`src/rtl/halt_idle_pkg.sv`:
```
// Holds constants, register offsets, modes and carrier structs for the standby controller.
// Assumes a 25 MHz core clock and a classic Wishbone register bus.
package halt_idle_pkg;

  // ---------------------------------------------------------------
  // Register map (byte addresses)
  // ---------------------------------------------------------------
  localparam logic [3:0] ADDR_WRITE_PROTECT_CMD = 4'h0;
  localparam logic [3:0] ADDR_POWER_SAVE_CTRL = 4'h4;
  localparam logic [3:0] ADDR_POWER_SAVE_MODE = 4'h8;
  localparam logic [3:0] ADDR_STATUS = 4'hC;

  // ---------------------------------------------------------------
  // Field positions
  // ---------------------------------------------------------------
  localparam int CTRL_STANDBY_BIT = 1;
  localparam int CTRL_NMI_MASK_BIT = 4;
  localparam int CTRL_INT_MASK_BIT = 5;
  localparam int MODE_IDLE_BIT = 0;

  // ---------------------------------------------------------------
  // Reset values and sizes
  // ---------------------------------------------------------------
  localparam logic [7:0] CTRL_RESET = 8'h00;
  localparam logic [7:0] MODE_RESET = 8'h00;
  localparam int NUM_IRQ = 32;
  localparam int PRIO_W = 3;
  localparam logic [PRIO_W:0] PRIO_NONE = 4'h8;
  localparam logic [PRIO_W:0] PRIO_NMI = 4'h0;
  localparam logic [NUM_IRQ-1:0] IDLE_WAKE_LINES = 32'h03F0001F;
  localparam logic [NUM_IRQ-1:0] FILTERABLE_LINES = 32'h03F00000;

  // ---------------------------------------------------------------
  // Timing
  // ---------------------------------------------------------------
  localparam int CLK_PERIOD_NS = 40;
  localparam int IDLE_RESUME_NS = 40;
  localparam int IDLE_RESUME_CYC =
    (IDLE_RESUME_NS + CLK_PERIOD_NS - 1) / CLK_PERIOD_NS;

  // ---------------------------------------------------------------
  // Types
  // ---------------------------------------------------------------
  typedef enum logic [1:0] {
    ST_RUN = 2'b00,
    ST_HALT = 2'b01,
    ST_IDLE = 2'b10,
    ST_RESUME = 2'b11
  } pwr_state_t;

  typedef struct packed {
    logic nmi;
    logic [NUM_IRQ-1:0] req;
    logic [NUM_IRQ-1:0] unmasked;
    logic [NUM_IRQ-1:0] dig_filter;
  } irq_in_t;

  typedef struct packed {
    logic in_isr;
    logic in_nmi_isr;
    logic [PRIO_W-1:0] cur_prio;
    logic irq_enabled_state;
    logic halt_insn;
  } cpu_in_t;

  typedef struct packed {
    logic wake_ack;
    logic wake_pending;
    logic wake_branch;
    logic wake_continue;
  } wake_out_t;

endpackage

```
`src/rtl/irq_prio_table.sv`:
```
// Holds the priority level of each maskable request in a small register file.
// Assumes software loads priorities once; read data comes out of a register.
module irq_prio_table (
  input wire logic CORE_CLK,
  input wire logic SRST,
  input wire logic wr_en,
  input wire logic [4:0] wr_idx,
  input wire logic [2:0] wr_prio,
  output logic [3*halt_idle_pkg::NUM_IRQ-1:0] prio_flat
);

  logic [3*halt_idle_pkg::NUM_IRQ-1:0] prio_ff;
  logic [3*halt_idle_pkg::NUM_IRQ-1:0] nxt_prio;

  // ---------------------------------------------------------------
  // Storage
  // ---------------------------------------------------------------
  genvar g;
  generate
    for (g = 0; g < halt_idle_pkg::NUM_IRQ; g++) begin : g_ent
      always_comb begin
        nxt_prio[3*g +: 3] = prio_ff[3*g +: 3];
        if (wr_en && wr_idx == 5'(g)) begin
          nxt_prio[3*g +: 3] = wr_prio;
        end
      end
    end
  endgenerate

  always_ff @(posedge CORE_CLK) begin
    if (SRST) begin
      prio_ff <= '1;
    end else begin
      prio_ff <= nxt_prio;
    end
  end

  assign prio_flat = prio_ff;

endmodule

```
`src/rtl/halt_idle_wakeup_control.sv`:
```
// Holds the HALT/IDLE standby controller: mode entry, clock gating and wake-up.
// Assumes the CPU core reports its interrupt context and the interrupt controller
// supplies levels on the core clock; the reset pin is synchronised here.
//
// Implementation choices: the placing of the registers and the Wishbone interface to the registers.

// Notes on behaviour
// Non-maskable, unmasked maskable or reset pin input ends HALT.
// In an ISR, lower priority request ends HALT but stays pending.
// In an ISR, higher priority request or NMI ends HALT and is acknowledged.
// After wake NMI branches; maskable branches if enabled, else continues.
// Reset pin exit behaves as an ordinary device reset.
// IDLE keeps oscillator running but gates all internal system clocks.
// Leaving IDLE resumes promptly without stabilisation or lock wait.
// Software requests IDLE by writing control or mode register; code needs a protected control write, mode IDLE bit already set.
// IDLE stops execution and keeps registers, RAM and port outputs.
// IDLE stops peripherals except both serial ports in slave mode.
// IDLE ends on NMI, unmasked inputs 0-4 or 20-25, or reset pin.
// Inputs 20-25 with digital filter selected never wake IDLE.
// Interrupt wake from IDLE only if both mask bits were 0 at entry.
// In maskable ISR, lower priority request ends IDLE but stays pending.
// In maskable ISR, higher priority request ends IDLE, acknowledged at once.
// In NMI ISR, any wake request ends IDLE but stays pending.
// Software sets a flag before IDLE to tell NMI wake from ordinary NMI.
// HALT stops only the CPU clock; peripherals keep running.
// Protect command write must be followed directly by control write.
// Software runs five no-ops after the control write entering IDLE.
// System clock gate switches synchronously and glitch free.
module halt_idle_wakeup_control (
  input wire logic CORE_CLK,
  input wire logic SRST,
  input wire logic WB_CYC_I,
  input wire logic WB_STB_I,
  input wire logic WB_WE_I,
  input wire logic [3:0] WB_ADR_I,
  input wire logic [3:0] WB_SEL_I,
  input wire logic [31:0] WB_DAT_I,
  output logic [31:0] WB_DAT_O,
  output logic WB_ACK_O,
  input wire logic RESET_PIN_N,
  input wire halt_idle_pkg::irq_in_t IRQ_IN,
  input wire halt_idle_pkg::cpu_in_t CPU_IN,
  input wire logic SERIAL_A_SLAVE,
  input wire logic SERIAL_B_SLAVE,
  output halt_idle_pkg::wake_out_t WAKE_OUT,
  output logic CPU_CLK_EN,
  output logic SYS_CLK_EN,
  output logic PERIPH_CLK_EN,
  output logic SERIAL_A_CLK_EN,
  output logic SERIAL_B_CLK_EN,
  output logic OSC_PLL_RUN,
  output logic RESET_OUT
);

  halt_idle_pkg::pwr_state_t state_ff, nxt_state;
  logic [7:0] ctrl_ff, nxt_ctrl;
  logic [7:0] mode_ff, nxt_mode;
  logic unlock_ff, nxt_unlock;
  logic intwake_ok_ff, nxt_intwake_ok;
  logic ack_ff, nxt_ack;
  logic [2:0] rst_sync_ff;
  logic rst_ff, nxt_rst;
  halt_idle_pkg::wake_out_t wake_ff, nxt_wake;
  logic gate_cpu_ff, nxt_gate_cpu;
  logic gate_sys_ff, nxt_gate_sys;
  logic [31:0] rdata_ff, nxt_rdata;
  logic [3*halt_idle_pkg::NUM_IRQ-1:0] prio_flat;
  logic [halt_idle_pkg::NUM_IRQ-1:0] wake_lines;
  logic [halt_idle_pkg::NUM_IRQ-1:0] above_cur;
  logic maskable_wake, any_wake, higher_wake, bus_req, wr_ctrl, idle_req;

  // ---------------------------------------------------------------
  // Reset pin synchroniser
  // ---------------------------------------------------------------
  always_comb begin
    nxt_rst = rst_ff;
    if (rst_sync_ff[1] == rst_sync_ff[2]) begin
      nxt_rst = ~rst_sync_ff[2];
    end
  end

  always_ff @(posedge CORE_CLK) begin
    if (SRST) begin
      rst_sync_ff <= 3'h7;
      rst_ff <= 1'b0;
    end else begin
      rst_sync_ff <= {rst_sync_ff[1:0], RESET_PIN_N};
      rst_ff <= nxt_rst;
    end
  end

  // Pin reset is a plain device reset, no wake bookkeeping
  assign RESET_OUT = rst_ff;

  // ---------------------------------------------------------------
  // Priority table, loaded through the status offset by writes
  // ---------------------------------------------------------------
  irq_prio_table irq_prio_table_i (
    .CORE_CLK(CORE_CLK),
    .SRST(SRST || rst_ff),
    .wr_en(bus_req && WB_WE_I && !WB_ACK_O && WB_ADR_I == halt_idle_pkg::ADDR_STATUS),
    .wr_idx(WB_DAT_I[12:8]),
    .wr_prio(WB_DAT_I[2:0]),
    .prio_flat(prio_flat)
  );

  // ---------------------------------------------------------------
  // Wake qualification
  // ---------------------------------------------------------------
  genvar g;
  generate
    for (g = 0; g < halt_idle_pkg::NUM_IRQ; g++) begin : g_line
      always_comb begin
        wake_lines[g] = IRQ_IN.req[g] && IRQ_IN.unmasked[g];
        if (state_ff == halt_idle_pkg::ST_IDLE) begin
          // Only the documented external inputs reach the IDLE waker
          // Clock-sampled filters are asleep with the system clock
          wake_lines[g] = wake_lines[g] && halt_idle_pkg::IDLE_WAKE_LINES[g] &&
            !(halt_idle_pkg::FILTERABLE_LINES[g] && IRQ_IN.dig_filter[g]);
        end
        above_cur[g] = prio_flat[3*g +: 3] < CPU_IN.cur_prio;
      end
    end
  endgenerate

  assign maskable_wake = |wake_lines;
  assign any_wake = IRQ_IN.nmi || maskable_wake;
  // NMI outranks any maskable routine; nothing outranks the NMI routine
  assign higher_wake = !CPU_IN.in_nmi_isr &&
    (IRQ_IN.nmi || !CPU_IN.in_isr || |(wake_lines & above_cur));

  // ---------------------------------------------------------------
  // Wishbone slave
  // ---------------------------------------------------------------
  assign bus_req = WB_CYC_I && WB_STB_I;
  assign wr_ctrl = bus_req && WB_WE_I && !WB_ACK_O && WB_SEL_I[0] &&
    WB_ADR_I == halt_idle_pkg::ADDR_POWER_SAVE_CTRL;
  assign idle_req = wr_ctrl && unlock_ff && WB_DAT_I[halt_idle_pkg::CTRL_STANDBY_BIT] &&
    mode_ff[halt_idle_pkg::MODE_IDLE_BIT];

  always_comb begin
    nxt_ack = bus_req && !WB_ACK_O;
    nxt_ctrl = ctrl_ff;
    nxt_mode = mode_ff;
    nxt_unlock = unlock_ff;
    nxt_rdata = rdata_ff;
    if (bus_req && !WB_ACK_O) begin
      nxt_rdata = 32'h0000_0000;
      // Any other store breaks the protect sequence
      nxt_unlock = 1'b0;
      if (WB_WE_I) begin
        if (WB_ADR_I == halt_idle_pkg::ADDR_WRITE_PROTECT_CMD) begin
          nxt_unlock = 1'b1;
        end else if (WB_ADR_I == halt_idle_pkg::ADDR_POWER_SAVE_CTRL) begin
          if (unlock_ff && WB_SEL_I[0]) begin
            nxt_ctrl = WB_DAT_I[7:0];
          end
        end else if (WB_ADR_I == halt_idle_pkg::ADDR_POWER_SAVE_MODE) begin
          // Mode register needs no protect step
          if (WB_SEL_I[0]) begin
            nxt_mode = WB_DAT_I[7:0];
          end
        end
      end else begin
        if (WB_ADR_I == halt_idle_pkg::ADDR_POWER_SAVE_CTRL) begin
          nxt_rdata = {24'h000000, ctrl_ff};
        end else if (WB_ADR_I == halt_idle_pkg::ADDR_POWER_SAVE_MODE) begin
          nxt_rdata = {24'h000000, mode_ff};
        end else if (WB_ADR_I == halt_idle_pkg::ADDR_STATUS) begin
          nxt_rdata = {28'h0000000, intwake_ok_ff, gate_sys_ff, 2'(state_ff)};
        end
      end
    end
    // Standby bit clears itself when standby ends
    if (state_ff == halt_idle_pkg::ST_RESUME) begin
      nxt_ctrl[halt_idle_pkg::CTRL_STANDBY_BIT] = 1'b0;
    end
  end

  // ---------------------------------------------------------------
  // Power state machine
  // ---------------------------------------------------------------
  always_comb begin
    nxt_state = state_ff;
    nxt_intwake_ok = intwake_ok_ff;
    nxt_wake = '0;
    case (state_ff)
      halt_idle_pkg::ST_RUN: begin
        if (idle_req) begin
          nxt_state = halt_idle_pkg::ST_IDLE;
          // Masks are latched at entry, later writes cannot change this
          nxt_intwake_ok = !WB_DAT_I[halt_idle_pkg::CTRL_INT_MASK_BIT] &&
            !WB_DAT_I[halt_idle_pkg::CTRL_NMI_MASK_BIT];
        end else if (CPU_IN.halt_insn) begin
          nxt_state = halt_idle_pkg::ST_HALT;
        end
      end
      halt_idle_pkg::ST_HALT: begin
        if (any_wake) begin
          nxt_state = halt_idle_pkg::ST_RESUME;
          nxt_wake.wake_ack = higher_wake;
          nxt_wake.wake_pending = !higher_wake;
        end
      end
      halt_idle_pkg::ST_IDLE: begin
        if (any_wake && intwake_ok_ff) begin
          nxt_state = halt_idle_pkg::ST_RESUME;
          nxt_wake.wake_ack = higher_wake;
          nxt_wake.wake_pending = !higher_wake;
        end
      end
      halt_idle_pkg::ST_RESUME: begin
        // One cycle to restart the gate, no oscillator wait
        nxt_state = halt_idle_pkg::ST_RUN;
      end
      default: begin
        nxt_state = halt_idle_pkg::ST_RUN;
      end
    endcase
    if (state_ff == halt_idle_pkg::ST_HALT || state_ff == halt_idle_pkg::ST_IDLE) begin
      if (any_wake && (state_ff == halt_idle_pkg::ST_HALT || intwake_ok_ff)) begin
        // NMI branches when acknowledged; maskable also needs the enable state
        nxt_wake.wake_branch = IRQ_IN.nmi ? nxt_wake.wake_ack :
          (CPU_IN.irq_enabled_state && nxt_wake.wake_ack);
        nxt_wake.wake_continue = !nxt_wake.wake_branch;
      end
    end
  end

  // ---------------------------------------------------------------
  // Clock gates, registered so they switch only on the rising CORE_CLK edge
  // ---------------------------------------------------------------
  always_comb begin
    // HALT stops only the CPU clock
    nxt_gate_cpu = nxt_state == halt_idle_pkg::ST_RUN;
    // IDLE stops the system and peripheral clocks; slave serial ports keep theirs
    nxt_gate_sys = nxt_state != halt_idle_pkg::ST_IDLE;
  end

  always_ff @(posedge CORE_CLK) begin
    if (SRST || rst_ff) begin
      state_ff <= halt_idle_pkg::ST_RUN;
      ctrl_ff <= halt_idle_pkg::CTRL_RESET;
      mode_ff <= halt_idle_pkg::MODE_RESET;
      unlock_ff <= 1'b0;
      intwake_ok_ff <= 1'b0;
      wake_ff <= '0;
      gate_cpu_ff <= 1'b1;
      gate_sys_ff <= 1'b1;
      rdata_ff <= 32'h0000_0000;
      ack_ff <= 1'b0;
    end else begin
      state_ff <= nxt_state;
      ctrl_ff <= nxt_ctrl;
      mode_ff <= nxt_mode;
      unlock_ff <= nxt_unlock;
      intwake_ok_ff <= nxt_intwake_ok;
      wake_ff <= nxt_wake;
      gate_cpu_ff <= nxt_gate_cpu;
      gate_sys_ff <= nxt_gate_sys;
      rdata_ff <= nxt_rdata;
      ack_ff <= nxt_ack;
    end
  end

  assign WB_ACK_O = ack_ff;
  assign WB_DAT_O = rdata_ff;
  assign WAKE_OUT = wake_ff;
  assign CPU_CLK_EN = gate_cpu_ff;
  assign SYS_CLK_EN = gate_sys_ff;
  assign PERIPH_CLK_EN = gate_sys_ff;
  // Slave serial ports run off the partner's clock through IDLE
  assign SERIAL_A_CLK_EN = gate_sys_ff || SERIAL_A_SLAVE;
  assign SERIAL_B_CLK_EN = gate_sys_ff || SERIAL_B_SLAVE;
  // Oscillator and PLL never stop in these modes
  assign OSC_PLL_RUN = 1'b1;
endmodule

```
`config.mk`:
```
export PLATFORM = sky130hd
export DESIGN_NAME = halt_idle_wakeup_control
export DESIGN_NICKNAME = d
export VERILOG_FILES = /design/src/rtl/halt_idle_pkg.sv /design/src/rtl/irq_prio_table.sv /design/src/rtl/halt_idle_wakeup_control.sv
export SDC_FILE = /design/constraint.sdc
export NUM_CORES = 1
export LEC_CHECK = 0
export ABC_AREA = 1
export BUFFER_PORTS_ARGS = -buffer_cell sky130_fd_sc_hd__buf_4
export CAP_MARGIN = 10
export CORE_ASPECT_RATIO = 0.7
export CORE_MARGIN = 2
export CORE_UTILIZATION = 40
export DETAILED_ROUTE_END_ITERATION = 12
export PLACE_DENSITY = 0.65
export SYNTH_ARGS = -nofsm -noshare
export SYNTH_HDL_FRONTEND = slang
export SYNTH_HIERARCHICAL = 1
export SYNTH_SLANG_ARGS = --single-unit
```
`constraint.sdc`:
```
create_clock -name CORE_CLK -period 5.1 [get_ports CORE_CLK]
set_clock_uncertainty 0.1 [all_clocks]
set_input_delay 0.51 -clock CORE_CLK [delete_from_list [all_inputs] [get_ports CORE_CLK]]
set_output_delay 0.51 -clock CORE_CLK [all_outputs]
set_load 0.005 [all_outputs]
```
# Word-level counts from Yosys, hierarchy flattened

Index checks and enable logic that the tools add are counted.

Bits in registers: 159
Input bits: 152
Output and inout port bits: 44
Word-level logic and storage cells: 285

Magnitude comparators: 32
Eq/ne operators: 39
Mux-type cells: 42
Bitwise logic cells: 6
Reductions and logical operators: 118

Operators with widths:

| kind                                                 | number |
|---|---|
| less-than comparator 3 bit                           | 32 |
| logical AND 1 bit                                    | 86 |
| equality test 5 bit (second input constant)          | 16 |
| OR reduction 32 bit                                  | 2 |
| equality test 5 x 4 -> 1 bit (second input constant) | 8 |
| AND 32 bit                                           | 1 |
| 2-to-1 mux 1 bit                                     | 30 |
| 2-to-1 mux 8 bit                                     | 3 |
| equality test 5 x 3 -> 1 bit (second input constant) | 4 |
| zero test 1 bit                                      | 13 |
| 2-to-1 mux 2 bit                                     | 6 |
| equality test 5 x 2 -> 1 bit (second input constant) | 2 |
| equality test 4 bit (second input constant)          | 2 |
| logical OR 1 bit                                     | 8 |
| case mux 2 bit (4 select lines)                      | 1 |
| AND reduction 6 bit                                  | 1 |
| equality test 5 x 1 -> 1 bit (second input constant) | 1 |
| zero test 5 bit                                      | 1 |
| inverter 1 bit                                       | 5 |
| AND reduction 5 bit                                  | 1 |
| equality test 2 bit (second input constant)          | 2 |
| equality test 4 x 3 -> 1 bit (second input constant) | 1 |
| zero test 2 bit                                      | 2 |
| zero test 4 bit                                      | 1 |
| other kinds (8)                                      | 8 |

# Longest topological paths before layout

Gate-level depths: netlist of the first run.

Depth after elaboration: 13
Mapped depth: 15
Gate-level depth less buffers: 14

# Cells and area by module

The synthesis of the first run kept the hierarchy.

By module, submodules not included:

| module                   | instances | cells an instance | area an instance (µm²) | sequential area each (µm²) |
|---|---|---|---|---|
| halt_idle_wakeup_control | 1         | 655               | 4,119.0                | 780.7 |
| irq_prio_table           | 1         | 489               | 3,718.6                | 1,921.8 |

# Worst setup path before layout of the first run

OpenSTA, ideal clock, no wires.

Kind: input to register
Start: input port CPU_IN[4] in the netlist's numbering
End: register wake_ff (netlist bit WAKE_OUT[0])
Library setup time: 114 ps
Arrival time: 2,131 ps
Data required time: 4,886 ps
Slack: 2,755 ps
Stages on the path: 14
Buffers on the path: 0
Path through: inv_1 ha_1 nand2_1 nand2_1 nor2_1 nand2_1 nand2_1 nor2_1 nand2_1 nor2_1 nand3_1 nand2_1 nor2_1 nor2_1

Cells in the longest elaborated chain, start to end: 10
Elaborated cells between the ends (all ways): 42
Those cells by class: 32 x order compare; 4 x mux; 1 x bitwise; 5 x reduce/logical

RTL lines:

| what                                | RTL line                                                         | RTL |
|---|---|---|
| start: declaration                  | halt_idle_wakeup_control.sv:42                                   | `input wire halt_idle_pkg::cpu_in_t CPU_IN,` |
| less-than comparator 3 bit          | halt_idle_wakeup_control.sv:121                                  | `above_cur[g] = prio_flat[3*g +: 3] < CPU_IN.cur_prio;` |
| AND 32 bit (*)                      | halt_idle_wakeup_control.sv:130                                  | `(IRQ_IN.nmi \|\| !CPU_IN.in_isr \|\| \|(wake_lines & above_cur));` |
| OR reduction 32 bit (*)             | halt_idle_wakeup_control.sv:130                                  |  |
| logical OR 1 bit (*)                | halt_idle_wakeup_control.sv:130                                  |  |
| logical AND 1 bit (*)               | halt_idle_wakeup_control.sv:129                                  | `assign higher_wake = !CPU_IN.in_nmi_isr &&` |
| 2-to-1 mux 2 bit (on tied branches) | halt_idle_wakeup_control.sv:206, halt_idle_wakeup_control.sv:199 |  |
| case mux 2 bit (2 select lines) (*) | halt_idle_wakeup_control.sv:187                                  | `case (state_ff)` |
| logical AND 1 bit                   | halt_idle_wakeup_control.sv:224                                  | `(CPU_IN.irq_enabled_state && nxt_wake.wake_ack);` |
| 2-to-1 mux 1 bit (*)                | halt_idle_wakeup_control.sv:223                                  | `nxt_wake.wake_branch = IRQ_IN.nmi ? nxt_wake.wake_ack :` |
| zero test 1 bit (*)                 | halt_idle_wakeup_control.sv:225                                  | `nxt_wake.wake_continue = !nxt_wake.wake_branch;` |
| end signal: assignment              | halt_idle_wakeup_control.sv:258                                  | `wake_ff <= nxt_wake;` |
| end: declaration                    | halt_idle_wakeup_control.sv:63                                   | `halt_idle_pkg::wake_out_t wake_ff, nxt_wake;` |

Mark *: on every way between the ends. The rest lies on a longest branch, timed or not.
A chain may end at the register's enable or synchronous reset.

# Worst setup path in the final report of the first run

Start: register rst_ff, in the netlist RESET_OUT
End: register irq_prio_table_i.prio_ff (netlist bit irq_prio_table_i/prio_flat[47])

Cells in the longest elaborated chain, start to end: 1

RTL lines:

| what                     | RTL line                        | RTL |
|---|---|---|
| start: declaration       | halt_idle_wakeup_control.sv:62  | `logic rst_ff, nxt_rst;` |
| start signal: assignment | halt_idle_wakeup_control.sv:88  | `rst_ff <= nxt_rst;` |
| logical OR 1 bit         | halt_idle_wakeup_control.sv:100 | `.SRST(SRST \|\| rst_ff),` |
| end signal: assignment   | irq_prio_table.sv:34            | `prio_ff <= nxt_prio;` |
| end: declaration         | irq_prio_table.sv:12            | `logic [3*halt_idle_pkg::NUM_IRQ-1:0] prio_ff;` |

Every way passes these cells.

==> impl_metrics.py, run 1 <==
metrics = {
    "route": {
        "drt-vias-per-instance": 5.17,
        "drt_iter0_markers": 741,
        "dr.pass1.iters": 5,
        "wirelength_mm": 24.0,
        "num_vias": 7889,
        "ant_nets": 0,
        "wl_met1_mm": 11.5,
        "highest_layer": "met4",
        "drc": 0,
        "met2WireLength_mm": 9.89,
        "route.met3.wl_mm": 2.29,
        "wl_per_cell_um": 15.8,
    },
    "synth": {
        "ys_types": 31,
        "yosys.area.top_type": "dfxtp_1",
        "synthCells": 1144,
        "synth_top_area_share": 0.345,
        "synth_top_flop_cell": "dfxtp_1",
        "seq_area_frac_synth": 0.345,
        "synth_top_cells_by_area": "dfxtp_1, nand3_1, nand2_1",
        "netlist_top_cells_count": "nand2_1, nand3_1, dfxtp_1, inv_1, nor2_1",
        "yosysMostFrequentCell": "nand2_1",
        "postSynthAreaPerCell_um2": 6.85,
        "synth_edf_count": 0,
        "ys_async_sr_fraction": 0,
        "ys_ff_latch": 135,
        "synth_area_um2": 7840,
        "yosysWarnings": 6,
    },
    "setup_path": {
        "cp_slowest_stage_delay_ns": 0.89,
        "worstPathArrival_ns": 2.99,
        "cpMaxStageDelayCell": "inv_2",
        "cp.required_ns": 5.29,
        "crit_fanout": 61,
        "path_cells": "nor2_1, buf_4, inv_1, inv_2, buf_4, nand3_1",
        "critPathTopFamily": "buffers and inverters",
        "crit_path_frequent_cell": "buf_4",
        "crit_type": "reg -> reg",
        "start_kind": "flop",
        "path_buf_inv": 4,
        "cp-end-kind": "flop",
    },
    "global_routing": {
        "grt_pass1_vias": 7038,
        "overflow": 0,
        "antenna_found_initial": 0,
        "grt_max_degree": 62,
        "grt_use_total": 0.238,
        "grt_pass1_wl_mm": 37.7,
    },
    "placement": {
        "post_dp_cell_area_um2": 8860,
        "dpl.hpwl_mm": 17.0,
        "gp_congestion": 0.862,
        "port_buffers": 122,
    },
    "sta": {
        "fmax_ghz": 0.357,
        "grt_setup_unrepaired": "no",
        "finalMaxSlewViolations": 0,
        "fin_crit_sh": 0.549,
        "hold_viol": 0,
        "setup_tns_ns": 0,
        "worst_pin_slew_ns": 1.11,
        "finalSetupViolations": 0,
        "slew_headroom": 0.259,
        "period_minus_slack_ns": 2.80,
    },
    "clock_network": {
        "cts_root_buf": "clkbuf_16",
        "path_clk_slew_ns": 0.06,
        "h-tree-depth": 4,
        "cts_setup_buffers": 0,
        "cts_buffer_depth": 2,
        "cts_made_buffers": 17,
        "clock-sinks": 135,
        "cts_hold_repair.buffers": 0,
        "worstSkewPairLatency_ns": 0.42,
        "cts_tree": "yes",
        "cts-resized-gates": 0,
    },
    "status": {
        "status": "finished, final reports clean",
    },
    "floorplan": {
        "row_count": 42,
        "ios": 196,
        "start_util": 0.411,
        "die_w_um": 171,
        "fp.dieH_um": 121,
        "dieArea_um2": 20700,
        "coreArea_um2": 19100,
    },
    "pwr": {
        "power.leakage_nw": 4.80,
        "vdd_drop_max_mv": 0.164,
        "power.total_w": 0.00282,
        "power_density_nw_per_um2": 299,
    },
    "finish": {
        "antennaDiodeCount": 0,
        "nets": 1472,
        "fin_area_um2": 9440,
        "drive_gt1_frac": 0.143,
        "area_growth_pct": 20.4,
    },
    "min_path": {
        "hold_path.class": "in -> reg",
    },
    "job": {
        "maxCapViolations": 0,
    },
}
layout by cell type, fill, tap and decap left out, drive strengths merged, types with 3 or more instances in the layout:
cell type,count
a21oi,47
nand2,308
nor3,3
ha,70
or2,5
buf,131
o221ai,4
clkinv,10
clkbuf,21
o211ai,4
nand3,269
inv,96
nor2,94
nand4,3
o21ai,24
dfxtp,135
conb,25
path summary, 6_finish.rpt:
kind	start	endpoint	slack (ns)	cells past startpoint
setup / recovery	RESET_OUT$_SDFFE_PP0N_	irq_prio_table_i/prio_flat[47]$_SDFFE_PP1P_	2.30	6
hold / removal	RESET_PIN_N	rst_sync_ff[0]$_SDFF_PP1_	0.17	2
setup reg to reg	RESET_OUT$_SDFFE_PP0N_	irq_prio_table_i/prio_flat[47]$_SDFFE_PP1P_	2.30	6
hold reg to reg	rst_sync_ff[2]$_SDFF_PP1_	RESET_OUT$_SDFFE_PP0N_	0.30	1
layout make-up:
class	instances	area, um^2
repair buffers	131	983
clock buffers	21	470
flip-flops and latches	135	2700
fillers	1940	9640
well taps	264	330
clock inverters	10	103
inverters	99	372
multi-input cells	866	4470
metrics by stage:
stage	hold slack, ns	instances	setup WS [ns]	utilization
after detailed placement	0.292	1495	1.88	0.465
final	0.167	1526	2.30	0.495
after floorplan	0.282	1167	2.75	-
after global routing	0.161	1526	2.06	0.495
after CTS	0.160	1526	2.36	0.495
after global placement	0.288	1495	1.88	0.465
report_power, final:
group	total [W]	switching (W)	leakage, nW	internal [W]
registers	0.00109	0.0000184	1.09	0.00107
clock network	0.00121	0.000462	0.288	0.000748
logic	0.000515	0.000334	3.41	0.000181
metal layers:
layer,global-route usage,up-vias
met5,0,-
met4,0.0710,0
met3,0.0568,33
met2,0.341,338
met1,0.351,3573
li1,-,3945
flip-flops by register name, indices dropped and copies added (netlist names), 2 cells and up:
name                        count
irq_prio_table_i/prio_flat     96
WB_DAT_O                        8
ctrl_ff                         8
mode_ff                         8
WAKE_OUT                        4
rst_sync_ff                     3
state_ff                        2
kinds of logic (layout without fill, tap and decap cells):
family                     after synthesis  in the layout  share of synthesized area
other                                    2             25                   0.000958
buffers and inverters                  166            261                     0.0953
adders and majority gates               70             70                      0.112
and+or+nand+nor                        684            684                      0.385
DFF                                    135            135                      0.345
AOI/OAI and AO/OA                       87             87                     0.0623
Note: power is estimated with default switching activity, not from simulation.
==> inputs of run 2 (changes only) <==
--- a/config.mk
+++ b/config.mk
@@ -5,14 +5,14 @@
 export SDC_FILE = /design/constraint.sdc
 export NUM_CORES = 1
 export LEC_CHECK = 0
-export ABC_AREA = 1
+export ABC_AREA = 0
 export BUFFER_PORTS_ARGS = -buffer_cell sky130_fd_sc_hd__buf_4
 export CAP_MARGIN = 10
 export CORE_ASPECT_RATIO = 0.7
 export CORE_MARGIN = 2
 export CORE_UTILIZATION = 40
 export DETAILED_ROUTE_END_ITERATION = 12
-export PLACE_DENSITY = 0.65
+export PLACE_DENSITY = 0.68
 export SYNTH_ARGS = -nofsm -noshare
 export SYNTH_HDL_FRONTEND = slang
 export SYNTH_HIERARCHICAL = 1
==> constraint.sdc (replaced) <==
create_clock -name CORE_CLK -period 2.5 [get_ports CORE_CLK]
set_clock_uncertainty 0.1 [all_clocks]
set_input_delay 0.25 -clock CORE_CLK [delete_from_list [all_inputs] [get_ports CORE_CLK]]
set_output_delay 0.25 -clock CORE_CLK [all_outputs]
set_load 0.005 [all_outputs]
==> impl_metrics.py, run 2 <==
metrics = {
    "setup_path": {
        "cp-end-kind": "flop",
        "reg2reg_slack_ns": 0.07,
        "crit_fanout": 14,
        "start_kind": "flop",
        "worstPathArrival_ns": 2.64,
        "cp.required_ns": 2.71,
        "crit_type": "reg -> reg",
    },
    "synth": {
        "yosysMostFrequentCell": "dfxtp_1",
        "ys_ff_latch": 135,
        "netlist_top_cells_count": "dfxtp_1, nor2_1, ha_1, a221o_1, nand2_1",
        "synth_top_cells_by_area": "dfxtp_1, ha_1, a221o_1",
        "synth_top_area_share": 0.367,
        "synth.area.mux_share": 0.0544,
        "synth-simple-area-share": 0.190,
        "synthCells": 788,
        "synth_compound_area_frac": 0.200,
        "yosysWarnings": 6,
        "synth_top_family_by_area": "compound AO/OA/AOI/OAI gates",
        "ys_types": 58,
        "synth_area_um2": 7360,
        "postSynthAreaPerCell_um2": 9.35,
        "yosys.area.top_type": "dfxtp_1",
        "seq_area_frac_synth": 0.367,
        "synth_top_flop_cell": "dfxtp_1",
        "synth_edf_count": 0,
        "synth_xor_area_frac": 0,
        "ys_async_sr_fraction": 0,
        "synth-adder-area-share": 0.119,
    },
    "global_routing": {
        "grt_use_met1": 0.350,
        "grt_pass1_vias": 6157,
        "grt_use_met3": 0.0777,
        "overflow": 0,
        "grt_use_total": 0.231,
        "grtUsageMet2": 0.311,
        "grt_pass1_wl_mm": 34.9,
        "grt_max_degree": 74,
        "antenna_found_initial": 1,
        "busiest_layer": "met1",
    },
    "floorplan": {
        "start_util": 0.409,
        "row_count": 41,
        "ios": 196,
        "fp.dieH_um": 118,
        "die_w_um": 166,
        "coreArea_um2": 18000,
        "dieArea_um2": 19500,
    },
    "pwr": {
        "internal_power_w": 0.00430,
        "power.leakage_nw": 4.07,
        "pwr-share-clk": 0.433,
        "power.switching_w": 0.00166,
        "vdd_drop_max_mv": 0.372,
        "comb_power_share": 0.195,
        "p_seq_frac": 0.371,
        "swShare": 0.279,
        "power_density_nw_per_um2": 634,
    },
    "sta": {
        "period_minus_slack_ns": 2.43,
        "fin_crit_sh": 0.972,
        "slew_headroom": 0.477,
        "finalMaxSlewViolations": 0,
        "finalSetupViolations": 0,
        "worst_pin_slew_ns": 0.784,
        "hold_slack_ns": 0.0342,
        "hold_viol": 0,
        "grt_setup_unrepaired": "yes",
        "fmax_ghz": 0.411,
        "worst_slack_ns": 0.0693,
    },
    "route": {
        "drt-vias-per-instance": 5.55,
        "drc": 0,
        "num_vias": 6594,
        "dr.pass1.iters": 6,
        "wirelength_mm": 22.5,
        "wl_per_cell_um": 18.9,
        "drt_iter0_markers": 687,
        "ant_nets": 0,
    },
    "clock_network": {
        "cts_root_buf": "clkbuf_16",
        "cts_tree": "yes",
        "h-tree-depth": 4,
        "worstSkewPairLatency_ns": 0.42,
        "clock-sinks": 135,
        "cts_buffer_depth": 2,
        "path_clk_slew_ns": 0.06,
        "cts_made_buffers": 17,
    },
    "placement": {
        "port_buffers": 122,
        "dp.cells": 1145,
        "post-place-ws_ns": -0.237,
        "dpl.hpwl_mm": 16.6,
        "post_dp_cell_area_um2": 8660,
        "gp_congestion": 0.873,
    },
    "finish": {
        "final_common_cell": "buf_4",
        "area_growth_pct": 27.8,
        "nets": 1159,
        "postLayoutCoreUtil": 0.523,
        "final_cells": 1189,
        "fin_area_um2": 9410,
        "largest_reg_flops": 96,
        "mostFrequentLayoutCells": "buf_4, dfxtp_1, nor2_1",
        "num-fill-cells": 1666,
        "drive_gt1_frac": 0.245,
    },
    "min_path": {
        "hold_path.class": "in -> reg",
    },
    "job": {
        "maxCapViolations": 0,
    },
    "status": {
        "status": "finished, final reports clean",
    },
}
==> run 2: cell types whose count changed in the layout (fill, tap and decap cells not counted), sizes merged, moves of 19 or more <==
cell   before  now
nand2     308   63
nor3b       0   19
inv        96   12
mux2i       0   40
buf       131  175
a21oi      47   25
nand3     269    5
a221o       0   64
==> run 2: final cells by class <==
class,instances,area (um^2),area share
antenna,3,7.51,0.000798
timing repair buffer,183,1440,0.153
tap,236,295,0.0314
clock inverter,14,175,0.0186
inverter,12,50.0,0.00532
clock buffer,18,429,0.0456
sequential,135,2700,0.287
multi-input combinational,588,4310,0.459
==> run 2: repair_timing <==
item | 4_1_cts | 5_1_grt
endpoints found under the setup margin | 1 | 4
hold buffers | 8 | 0
setup buffers | 0 | 1
resized for setup | 0 | 11
pin swaps | 1 | 3
hold endpoints to repair | 16 | 0
==> run 2: metal layers <==
| layer | part of all wire | routed length (um) |
|---|---|---|
| met1 | 0.48 | 10900 |
| met2 | 0.40 | 9040 |
| met3 | 0.10 | 2300 |
| met4 | 0.013 | 283 |
| met5 | 0 | 0 |
==> run 2: power groups by stage <==
stage / registers [W] / clock network [W] / logic [W]
after floorplan: 0.00226 / 0 / 0.000587
after global placement: 0.00226 / 0 / 0.00109
after detailed placement: 0.00226 / 0 / 0.00110
after CTS: 0.00221 / 0.00262 / 0.00112
after global routing: 0.00222 / 0.00271 / 0.00128
final: 0.00221 / 0.00258 / 0.00116
==> run 2: kinds of logic (layout without fill, tap and decap cells) <==
family	Yosys count	in the layout
flip-flops	135	135
buffers and inverters	88	227
AO/OA/AOI/OAI	187	187
AND/OR/NAND/NOR	266	266
other	2	28
adder cells (fa/ha/maj)	70	70
multiplexers	40	40
==> run 2: path summary, 6_finish.rpt <==
| check | from | to | cells past startpoint |
|---|---|---|---|
| worst min-delay path | WB_DAT_I[0] | mode_ff[0]$_SDFFE_PP0P_ | 3 |
| worst max-delay path | state_ff[0]$_SDFF_PP0_ | WAKE_OUT[1]$_SDFF_PP0_ | 10 |
| worst max register to register | state_ff[0]$_SDFF_PP0_ | WAKE_OUT[1]$_SDFF_PP0_ | 10 |
| worst min register to register | rst_sync_ff[0]$_SDFF_PP1_ | rst_sync_ff[1]$_SDFF_PP1_ | 1 |
==> run 2: worst max-delay path, cell delays in order, from the launching register on <==
cell       delay (ns)
dfxtp_1          0.32
inv_1            0.07
ha_1             0.19
buf_12           0.16
a21oi_1          0.07
nand3_1          0.11
o32a_1           0.21
o311ai_2         0.18
a2111oi_1        0.41
nand4_1          0.25
and3b_1          0.24
==> run 2: stage by stage <==
step	setup TNS, ns	power [W]
floorplan	0	0.00285
global placement	-0.731	0.00335
detailed placement	-0.757	0.00336
CTS	0	0.00595
global route	-0.141	0.00620
finish	0	0.00596
